File: config.mk
export PLATFORM = sky130hd
export DESIGN_NAME = cadf_config_node
export DESIGN_NICKNAME = d
export VERILOG_FILES = /design/src/cadf_pkg.sv /design/src/cadf_addr_decode.sv /design/src/cadf_config_node.sv /design/src/cadf_unit_match.sv
export SDC_FILE = /design/constraint.sdc
export NUM_CORES = 1
export LEC_CHECK = 0
export ABC_AREA = 1
export BUFFER_PORTS_ARGS = -buffer_cell sky130_fd_sc_hd__buf_4
export CAP_MARGIN = 20
export CORE_UTILIZATION = 30
export DETAILED_ROUTE_END_ITERATION = 12
export MAX_ROUTING_LAYER = met4
export PLACE_DENSITY_LB_ADDON = 0.15
export REMOVE_ABC_BUFFERS = 1
export SYNTH_ARGS = -nofsm -noshare
export SYNTH_HDL_FRONTEND = slang
export SYNTH_HIERARCHICAL = 1
export SYNTH_SLANG_ARGS = --single-unit
File: constraint.sdc
create_clock -name clk_sys -period 0.8 [get_ports clk_sys]
set_input_delay 0.12 -clock clk_sys [delete_from_list [all_inputs] [get_ports clk_sys]]
set_output_delay 0.12 -clock clk_sys [all_outputs]
set_load 0.1 [all_outputs]
File: src/cadf_pkg.sv
`default_nettype none

package cadf_pkg;

  // ----------------------------------------------------------------
  // configuration address layout
  // ----------------------------------------------------------------
  localparam int unsigned ADDR_W        = 40;
  localparam int unsigned PREFIX_MSB    = 39;
  localparam int unsigned PREFIX_LSB    = 24;
  localparam int unsigned BUS_MSB       = 23;
  localparam int unsigned BUS_LSB       = 16;
  localparam int unsigned DEV_MSB       = 15;
  localparam int unsigned DEV_LSB       = 11;
  localparam int unsigned FUNC_MSB      = 10;
  localparam int unsigned FUNC_LSB      = 8;
  localparam int unsigned REG_MSB       = 7;
  localparam int unsigned REG_LSB       = 2;

  localparam logic [15:0] TYPE0_PREFIX  = 16'hFDFE;
  localparam logic [15:0] TYPE1_PREFIX  = 16'hFDFF;
  localparam logic [7:0]  RSVD_BUS_FILL = 8'h00;

  // ----------------------------------------------------------------
  // unit identifiers and device numbers
  // ----------------------------------------------------------------
  localparam logic [4:0]  UNIT_ID_MIN   = 5'h00;
  localparam logic [4:0]  UNIT_ID_MAX   = 5'h1F;
  localparam logic [4:0]  HOST_UNIT_ID  = 5'h00;
  localparam logic [2:0]  HEADER_FUNC   = 3'h0;

  // ----------------------------------------------------------------
  // special cycle target
  // ----------------------------------------------------------------
  localparam logic [4:0]  SPECIAL_DEV   = 5'h1F;
  localparam logic [2:0]  SPECIAL_FUNC  = 3'h7;
  localparam logic [5:0]  SPECIAL_REG   = 6'h00;

  // ----------------------------------------------------------------
  // sized request length: doubleword count minus one
  // ----------------------------------------------------------------
  localparam logic [3:0]  MAX_DW_COUNT  = 4'h0;

  // ----------------------------------------------------------------
  // reset values
  // ----------------------------------------------------------------
  localparam logic        RST_PULSE     = 1'b0;
  localparam logic [39:0] RST_ADDR      = 40'h00_0000_0000;

endpackage

`default_nettype wire

File: src/cadf_addr_decode.sv
`timescale 1ns/1ps
`default_nettype none

module cadf_addr_decode
(
  // request address
  input  wire logic [39:0] addr,
  // decoded kind
  output wire logic        is_type0,
  output wire logic        is_type1,
  // decoded fields
  output wire logic [7:0]  bus_num,
  output wire logic [4:0]  dev_num,
  output wire logic [2:0]  func_num,
  output wire logic [5:0]  reg_num
);

  wire logic [15:0] prefix;

  assign prefix   = addr[cadf_pkg::PREFIX_MSB:cadf_pkg::PREFIX_LSB];
  assign is_type0 = (prefix == cadf_pkg::TYPE0_PREFIX);
  assign is_type1 = (prefix == cadf_pkg::TYPE1_PREFIX);
  assign bus_num  = is_type1 ? addr[cadf_pkg::BUS_MSB:cadf_pkg::BUS_LSB] : cadf_pkg::RSVD_BUS_FILL;
  assign dev_num  = addr[cadf_pkg::DEV_MSB:cadf_pkg::DEV_LSB];
  assign func_num = addr[cadf_pkg::FUNC_MSB:cadf_pkg::FUNC_LSB];
  assign reg_num  = addr[cadf_pkg::REG_MSB:cadf_pkg::REG_LSB];

endmodule

`default_nettype wire

File: src/cadf_config_node.sv
`timescale 1ns/1ps
`default_nettype none

// How it works
// - type0 address: prefix FDFE in 39:24, device 15:11, function 10:8, register 7:2
// - type1 address: prefix FDFF in 39:24, bus number in 23:16, same low fields
// - node claims type0 by matching device number against its own numbers
// - double-ended host bridge answers secondary type0 at its programmed device number
// - bridges and sharing hosts forward type1 requests, upstream ones too
// - forwarders convert type1 to type0 on reaching the target bus, any direction
// - every implemented device number provides function 0 with its header
// - unit identifiers span 00h-1Fh; base unit identifier always implemented
// - other owned numbers optional; unimplemented ones never answered
// - access nobody accepts gets answer with error and nonexistent flag set
// - host registers on bus 0 sit at upper device numbers, never device 0
// - unit identifier 0 reserved for host; never owned by a node
// - host bridge may deliver special cycles via type1 device 31 function 7 register 0
module cadf_config_node
(
  // clock and reset
  input  wire logic        clk_sys,
  input  wire logic        rstn,
  // incoming configuration request
  input  wire logic        req_valid,
  input  wire logic        req_is_read,
  input  wire logic        req_posted,
  input  wire logic        req_upstream,
  input  wire logic        req_on_secondary,
  input  wire logic [3:0]  req_dw_count,
  input  wire logic [39:0] req_addr,
  // node identity and role
  input  wire logic [4:0]  base_unit_identifier,
  input  wire logic [4:0]  unit_count,
  input  wire logic [31:0] impl_mask,
  input  wire logic [7:0]  func_impl_mask,
  input  wire logic        is_forwarder,
  input  wire logic        is_host_bridge,
  input  wire logic        double_ended_en,
  input  wire logic [4:0]  host_dev_num,
  input  wire logic        special_cycle_en,
  input  wire logic        chain_end,
  input  wire logic [7:0]  secondary_bus,
  input  wire logic [7:0]  subordinate_bus,
  // local claim
  output logic             claim_valid_ff,
  output logic             claim_is_read_ff,
  output logic [4:0]       claim_dev_ff,
  output logic [2:0]       claim_func_ff,
  output logic [5:0]       claim_reg_ff,
  output logic             claim_func_present_ff,
  // forwarded request
  output logic             fwd_valid_ff,
  output logic             fwd_is_read_ff,
  output logic             fwd_upstream_ff,
  output logic             fwd_converted_ff,
  output logic [39:0]      fwd_addr_ff,
  // special cycle delivery
  output logic             special_valid_ff,
  output logic [7:0]       special_bus_ff,
  // error answer
  output logic             resp_valid_ff,
  output logic             resp_error_ff,
  output logic             resp_nonexist_ff,
  // dropped posted write
  output logic             drop_posted_ff
);

  // ----------------------------------------------------------------
  // address decode
  // ----------------------------------------------------------------
  wire logic        is_type0;
  wire logic        is_type1;
  wire logic [7:0]  bus_num;
  wire logic [4:0]  dev_num;
  wire logic [2:0]  func_num;
  wire logic [5:0]  reg_num;

  cadf_addr_decode cadf_addr_decode_i
  (
    .addr     (req_addr),
    .is_type0 (is_type0),
    .is_type1 (is_type1),
    .bus_num  (bus_num),
    .dev_num  (dev_num),
    .func_num (func_num),
    .reg_num  (reg_num)
  );

  // ----------------------------------------------------------------
  // unit ownership
  // ----------------------------------------------------------------
  wire logic        dev_owned;
  wire logic        dev_impl;

  cadf_unit_match cadf_unit_match_i
  (
    .dev_num              (dev_num),
    .base_unit_identifier (base_unit_identifier),
    .unit_count           (unit_count),
    .impl_mask            (impl_mask),
    .owned                (dev_owned),
    .implemented          (dev_impl)
  );

  // ----------------------------------------------------------------
  // request qualification
  // ----------------------------------------------------------------
  wire logic        is_cfg;
  wire logic        take;
  wire logic        posted_drop;
  wire logic        too_long;
  wire logic        legal;

  assign is_cfg      = is_type0 || is_type1;
  assign take        = req_valid && is_cfg;
  assign posted_drop = take && req_posted && !req_is_read;
  assign too_long    = take && !posted_drop && (req_dw_count > cadf_pkg::MAX_DW_COUNT);
  assign legal       = take && !posted_drop && !too_long;

  // ----------------------------------------------------------------
  // type0 claim
  // ----------------------------------------------------------------
  wire logic        host_dev_ok;
  wire logic        host_claim;
  wire logic        node_claim;
  wire logic        local_claim;
  wire logic        func_present;

  assign host_dev_ok  = (host_dev_num != cadf_pkg::HOST_UNIT_ID);
  assign host_claim   = is_host_bridge && double_ended_en && req_on_secondary &&
                        host_dev_ok && (dev_num == host_dev_num);
  assign node_claim   = !req_upstream && dev_impl && dev_owned;
  assign local_claim  = legal && is_type0 && (host_claim || node_claim);
  assign func_present = (func_num == cadf_pkg::HEADER_FUNC) || func_impl_mask[func_num];

  // ----------------------------------------------------------------
  // type1 routing
  // ----------------------------------------------------------------
  wire logic        at_target;
  wire logic        below;
  wire logic        is_special;
  wire logic        special_hit;
  wire logic        convert;
  wire logic        pass_t1;
  wire logic        pass_t0;
  wire logic        any_fwd;
  wire logic        nobody;
  wire logic [39:0] conv_addr;

  assign at_target   = (bus_num == secondary_bus);
  assign below       = (bus_num > secondary_bus) && (bus_num <= subordinate_bus);
  assign is_special  = (dev_num == cadf_pkg::SPECIAL_DEV) && (func_num == cadf_pkg::SPECIAL_FUNC) &&
                       (reg_num == cadf_pkg::SPECIAL_REG);
  assign special_hit = legal && is_type1 && is_host_bridge && special_cycle_en && is_special && at_target;
  assign convert     = legal && is_type1 && is_forwarder && at_target && !special_hit;
  assign pass_t1     = legal && is_type1 && !special_hit && !convert &&
                       (is_forwarder ? below : !chain_end);
  assign pass_t0     = legal && is_type0 && !local_claim && !chain_end;
  assign any_fwd     = convert || pass_t1 || pass_t0;
  assign nobody      = legal && !local_claim && !any_fwd && !special_hit;
  assign conv_addr   = {cadf_pkg::TYPE0_PREFIX, cadf_pkg::RSVD_BUS_FILL,
                        req_addr[cadf_pkg::DEV_MSB:0]};

  // ----------------------------------------------------------------
  // next values
  // ----------------------------------------------------------------
  wire logic        nxt_claim_valid;
  wire logic        nxt_claim_is_read;
  wire logic [4:0]  nxt_claim_dev;
  wire logic [2:0]  nxt_claim_func;
  wire logic [5:0]  nxt_claim_reg;
  wire logic        nxt_claim_func_present;
  wire logic        nxt_fwd_valid;
  wire logic        nxt_fwd_is_read;
  wire logic        nxt_fwd_upstream;
  wire logic        nxt_fwd_converted;
  wire logic [39:0] nxt_fwd_addr;
  wire logic        nxt_special_valid;
  wire logic [7:0]  nxt_special_bus;
  wire logic        nxt_resp_valid;
  wire logic        nxt_resp_error;
  wire logic        nxt_resp_nonexist;
  wire logic        nxt_drop_posted;

  // claim side: fields follow the request every cycle, valid only on a claim
  assign nxt_claim_valid        = local_claim;
  assign nxt_claim_is_read      = req_is_read;
  assign nxt_claim_dev          = dev_num;
  assign nxt_claim_func         = func_num;
  assign nxt_claim_reg          = reg_num;
  assign nxt_claim_func_present = func_present;

  // forward side: converted requests carry the rebuilt type0 address
  assign nxt_fwd_valid          = any_fwd;
  assign nxt_fwd_is_read        = req_is_read;
  assign nxt_fwd_upstream       = req_upstream;
  assign nxt_fwd_converted      = convert;
  assign nxt_fwd_addr           = convert ? conv_addr : req_addr;

  // special and error side: a long access is an error without the nonexistent flag
  assign nxt_special_valid      = special_hit;
  assign nxt_special_bus        = bus_num;
  assign nxt_resp_valid         = nobody || too_long;
  assign nxt_resp_error         = nobody || too_long;
  assign nxt_resp_nonexist      = nobody;
  assign nxt_drop_posted        = posted_drop;

  // ----------------------------------------------------------------
  // registered outputs
  // ----------------------------------------------------------------
  always_ff @(posedge clk_sys or negedge rstn)
  begin
    if (!rstn)
    begin
      claim_valid_ff        <= cadf_pkg::RST_PULSE;
      claim_is_read_ff      <= cadf_pkg::RST_PULSE;
      claim_dev_ff          <= cadf_pkg::UNIT_ID_MIN;
      claim_func_ff         <= cadf_pkg::HEADER_FUNC;
      claim_reg_ff          <= cadf_pkg::SPECIAL_REG;
      claim_func_present_ff <= cadf_pkg::RST_PULSE;
    end
    else
    begin
      claim_valid_ff        <= nxt_claim_valid;
      claim_is_read_ff      <= nxt_claim_is_read;
      claim_dev_ff          <= nxt_claim_dev;
      claim_func_ff         <= nxt_claim_func;
      claim_reg_ff          <= nxt_claim_reg;
      claim_func_present_ff <= nxt_claim_func_present;
    end
  end

  always_ff @(posedge clk_sys or negedge rstn)
  begin
    if (!rstn)
    begin
      fwd_valid_ff     <= cadf_pkg::RST_PULSE;
      fwd_is_read_ff   <= cadf_pkg::RST_PULSE;
      fwd_upstream_ff  <= cadf_pkg::RST_PULSE;
      fwd_converted_ff <= cadf_pkg::RST_PULSE;
      fwd_addr_ff      <= cadf_pkg::RST_ADDR;
    end
    else
    begin
      fwd_valid_ff     <= nxt_fwd_valid;
      fwd_is_read_ff   <= nxt_fwd_is_read;
      fwd_upstream_ff  <= nxt_fwd_upstream;
      fwd_converted_ff <= nxt_fwd_converted;
      fwd_addr_ff      <= nxt_fwd_addr;
    end
  end

  always_ff @(posedge clk_sys or negedge rstn)
  begin
    if (!rstn)
    begin
      special_valid_ff <= cadf_pkg::RST_PULSE;
      special_bus_ff   <= cadf_pkg::RSVD_BUS_FILL;
    end
    else
    begin
      special_valid_ff <= nxt_special_valid;
      special_bus_ff   <= nxt_special_bus;
    end
  end

  always_ff @(posedge clk_sys or negedge rstn)
  begin
    if (!rstn)
    begin
      resp_valid_ff    <= cadf_pkg::RST_PULSE;
      resp_error_ff    <= cadf_pkg::RST_PULSE;
      resp_nonexist_ff <= cadf_pkg::RST_PULSE;
      drop_posted_ff   <= cadf_pkg::RST_PULSE;
    end
    else
    begin
      resp_valid_ff    <= nxt_resp_valid;
      resp_error_ff    <= nxt_resp_error;
      resp_nonexist_ff <= nxt_resp_nonexist;
      drop_posted_ff   <= nxt_drop_posted;
    end
  end

endmodule

`default_nettype wire

File: src/cadf_unit_match.sv
`timescale 1ns/1ps
`default_nettype none

module cadf_unit_match
(
  // device number under test
  input  wire logic [4:0]  dev_num,
  // node identity
  input  wire logic [4:0]  base_unit_identifier,
  input  wire logic [4:0]  unit_count,
  input  wire logic [31:0] impl_mask,
  // result
  output wire logic        owned,
  output wire logic        implemented
);

  wire logic [5:0]  offset;
  wire logic        base_valid;
  wire logic [31:0] dev_onehot;

  // unit identifier zero belongs to the host, never to a node
  assign base_valid  = (base_unit_identifier != cadf_pkg::HOST_UNIT_ID);
  assign offset      = {1'b0, dev_num} - {1'b0, base_unit_identifier};
  assign dev_onehot  = 32'h0000_0001 << dev_num;
  assign owned       = base_valid && (dev_num >= base_unit_identifier) &&
                       (offset < {1'b0, unit_count}) && (dev_num != cadf_pkg::HOST_UNIT_ID);
  // base device number always implemented; others only where enabled
  assign implemented = owned && ((dev_num == base_unit_identifier) || ((impl_mask & dev_onehot) != 32'h0000_0000));

endmodule

`default_nettype wire

==> flow_summary_export.csv <==
group,metric,value,unit
finish,drive_above_1_share,0.468,
timing,timing.final.max_slew_violations,0,
timing,maxSlewHeadroom,0.682,
global_routing,globalRouteTotalUtil,0.191,
synthesis,yosysUniqueCellTypes,32,
synthesis,ys_dominant_reg_cell,"sky130_fd_sc_hd__dfrtp_1",
die,starting_density,0.310,
clocking,path_clk_slew,60,ps
timing,maxClockFrequency,510,MHz
routing,firstDrtPassIters,4,
placed_design,place.port_buffers,199,
routing,drt_wl_total,13.0,mm
synthesis,post_synth.cell_area_avg,8.45,um^2
clocking,tritoncts,"done",
global_routing,grt_pass1_wl,19.0,mm
global_routing,grt.overflow.total,0,
run_status,status,"complete, but fails checks",
die,die_width,117,um
critical_path,path_class,"in -> reg",
timing,setup-violations-final,106,
critical_path,critPathRequiredTime,1070,ps
pwr,pwr_density_cell,1420,nW/um^2
timing,final-hold-violation-count,0,
placed_design,gpl.final_weighted_congestion,0.816,
routing,drt_drc_violations_left,0,
clocking,htreeDepth,3,
clocking,tritoncts_num_sinks,72,
synthesis,synth.top_cells.by_area,"sky130_fd_sc_hd__dfrtp_1 (46%), sky130_fd_sc_hd__nand2_1 (8.4%), sky130_fd_sc_hd__ha_1 (8.3%), sky130_fd_sc_hd__inv_1 (8.2%), sky130_fd_sc_hd__nand4_1 (4.6%)",
min_path,hold_path_class,"in -> reg",
synthesis,synthArstFlopShare,1.00,
critical_path,startpoint_class,"input port",
routing,routed_via_density,4.35,
die,placeableCoreArea,12700,um^2
synthesis,synth-warning-count,6,
global_routing,grt_pass1_vias,3971,
synthesis,share_of_synthesized_area_occupied_by_flip_flops_and_latches,0.457,
placed_design,place_ws,-1700,ps
synthesis,yosys.area.top_type_share,0.457,
finish,diodes,0,
run,max_cap_violations,0,
routing,route.antenna.remaining_nets,0,
die,ioPinCount,201,
pwr,power_leakage,4.03,nW
timing,grt_setup_unrepaired,"yes",
timing,final_period_minus_worst_setup_slack,1960,ps
synthesis,synth_edf_count,0,
routing,route.vias.total,4059,
critical_path,critPathArrivalTime,2230,ps
timing,post-route-worst-setup-slack,-1160,ps
synthesis,synth.top_cells.by_count,"sky130_fd_sc_hd__nand2_1 (88), sky130_fd_sc_hd__inv_1 (86), sky130_fd_sc_hd__dfrtp_1 (72)",
die,die-height,117,um
synthesis,post_synth_instance_area,3940,um^2
synthesis,cell_count_after_synthesis,466,
finish,finalNetCount,910,
critical_path,crit_fanout,2,
clocking,cts-buffers-inserted,9,
placed_design,hpwl,8.67,mm
die,die-area,13600,um^2
synthesis,synth-seq-cells,72,
pwr,worst_ir_drop_vdd,0.970,mV
global_routing,antenna_found_initial,0,
routing,drt_iter0_markers,155,
clocking,cts_root_buf,"sky130_fd_sc_hd__clkbuf_16",
synthesis,netlist.top_cell.by_area,"sky130_fd_sc_hd__dfrtp_1",
finish,syn_to_final_growth,95.6,%
die,num_rows,41,
timing,tns,-45540,ps
run_status,violations,"setup timing",
timing,worst-slew-pin-transition,474,ps
global_routing,grt_max_degree,54,
timing,crit_share_post_route,2.45,
critical_path,endpoint_kind,"flip-flop",
routing,wl_per_cell,13.9,um
synthesis,synthMostInstantiatedCell,"sky130_fd_sc_hd__nand2_1",
clocking,cts-root-to-sink-buffers,2,
[layout by cell type (no fill, tap or decap), types with 2 or more instances in the layout]
cell	Yosys	final
sky130_fd_sc_hd__buf_4	17	174
sky130_fd_sc_hd__nand2_1	88	80
sky130_fd_sc_hd__inv_1	86	76
sky130_fd_sc_hd__dfrtp_1	72	71
sky130_fd_sc_hd__buf_8	0	51
sky130_fd_sc_hd__nor2_1	47	40
sky130_fd_sc_hd__buf_12	0	30
sky130_fd_sc_hd__nand4_1	29	29
sky130_fd_sc_hd__dlygate4sd3_1	0	29
sky130_fd_sc_hd__ha_1	26	22
sky130_fd_sc_hd__nand3_1	19	16
sky130_fd_sc_hd__a21oi_1	15	13
sky130_fd_sc_hd__buf_6	1	13
sky130_fd_sc_hd__inv_2	3	10
sky130_fd_sc_hd__nand2_2	3	9
sky130_fd_sc_hd__nor2_4	4	9
sky130_fd_sc_hd__or2_1	9	9
sky130_fd_sc_hd__clkbuf_16	0	9
sky130_fd_sc_hd__nor3_4	0	8
sky130_fd_sc_hd__nor2_2	5	7
sky130_fd_sc_hd__nand3_2	3	5
sky130_fd_sc_hd__or2_4	0	5
sky130_fd_sc_hd__o21ai_0	6	4
sky130_fd_sc_hd__ha_4	0	4
sky130_fd_sc_hd__nand2_4	2	4
sky130_fd_sc_hd__xor2_1	3	3
sky130_fd_sc_hd__clkinvlp_4	0	3
sky130_fd_sc_hd__inv_4	0	2
sky130_fd_sc_hd__o31ai_1	2	2
sky130_fd_sc_hd__nand2_8	0	2
sky130_fd_sc_hd__o21ai_1	0	2
sky130_fd_sc_hd__a21oi_2	0	2
sky130_fd_sc_hd__clkinv_2	0	2
sky130_fd_sc_hd__buf_16	0	2
[cells by family after synthesis]
kind of cell    after synthesis  share of synthesized area
xor+xnor                      3                    0.00667
flops                        72                      0.457
simple gates                226                      0.285
fa+ha+maj                    27                     0.0876
buf+inv                     111                      0.125
compound gates               27                     0.0381
[state kept, by name, summed over array words and instances, names as in the netlist, 3 cells and up]
register        count
claim_dev_ff        5
claim_func_ff       3
claim_reg_ff        6
fwd_addr_ff        40
special_bus_ff      8
[routing by layer]
layer	GRT usage	share of wire	up-vias
met5	-	0	-
met4	0.0675	0.015	0
met3	0.0467	0.061	15
met2	0.321	0.52	146
met1	0.221	0.41	1866
li1	-	-	2032
[final timing paths]
kind | from | endpoint | slack, ps | cells past startpoint
max | req_addr[11] | resp_error_ff$_DFF_PN0_ | -1160 | 19
min | req_addr[19] | fwd_addr_ff[19]$_DFF_PN0_ | 20 | 3
max in group asynchronous | rstn | claim_reg_ff[1]$_DFF_PN0_ | 230 | 3
min in group asynchronous | rstn | fwd_addr_ff[22]$_DFF_PN0_ | 320 | 3
[power breakdown]
| part | internal, mW | switching [mW] | leakage (nW) |
|---|---|---|---|
| sequential | 3.80 | 0.112 | 0.873 |
| combinational | 1.38 | 1.99 | 3.03 |
| clock | 2.17 | 1.51 | 0.128 |
| total | 7.35 | 3.61 | 4.03 |
[critical path: stages]
cell and delay, ps:
sky130_fd_sc_hd__buf_8 100, sky130_fd_sc_hd__inv_4 50, sky130_fd_sc_hd__ha_4 120, sky130_fd_sc_hd__inv_2 30, sky130_fd_sc_hd__fa_2 540, sky130_fd_sc_hd__ha_4 200
sky130_fd_sc_hd__a21oi_2 130, sky130_fd_sc_hd__nor2_1 50, sky130_fd_sc_hd__o21ai_1 110, sky130_fd_sc_hd__nand2_1 60, sky130_fd_sc_hd__nand2_1 80, sky130_fd_sc_hd__nand3_2 90
sky130_fd_sc_hd__a21oi_2 110, sky130_fd_sc_hd__nand3b_1 100, sky130_fd_sc_hd__nand3_1 100, sky130_fd_sc_hd__nand2_1 60, sky130_fd_sc_hd__inv_2 60, sky130_fd_sc_hd__nand3_2 70
sky130_fd_sc_hd__nand2_1 70
[layout make-up]
cell class                 instances  area [um^2]
fill                            1055         5020
timing repair buffer             299         3160
multi-input combinational        285         1900
sequential                        72         1800
inverter                          89          344
clock buffer                      11          243
tap                              172          215
clock inverter                     5         32.5
[what timing repair did]
action,CTS,global route
pin swaps,29,28
hold endpoints to repair,106,0
setup buffers,14,9
setup endpoints to repair,105,110
gates cloned,3,1
resized for setup,197,63
hold buffers,29,0
[stage by stage]
stage / utilization / area, um^2 / cells / hold WS [ps] / power [mW]
floorplan: - / 3780 / 444 / -176 / 5.54
global placement: 0.463 / 5890 / 863 / 122 / 6.68
detailed placement: 0.463 / 5890 / 863 / 128 / 6.72
CTS: 0.579 / 7360 / 925 / 4.26 / 10.9
global route: 0.606 / 7700 / 933 / 11.8 / 11.5
finish: 0.606 / 7700 / 933 / 21.1 / 11.0
Note: power is estimated with default switching activity, not from simulation.
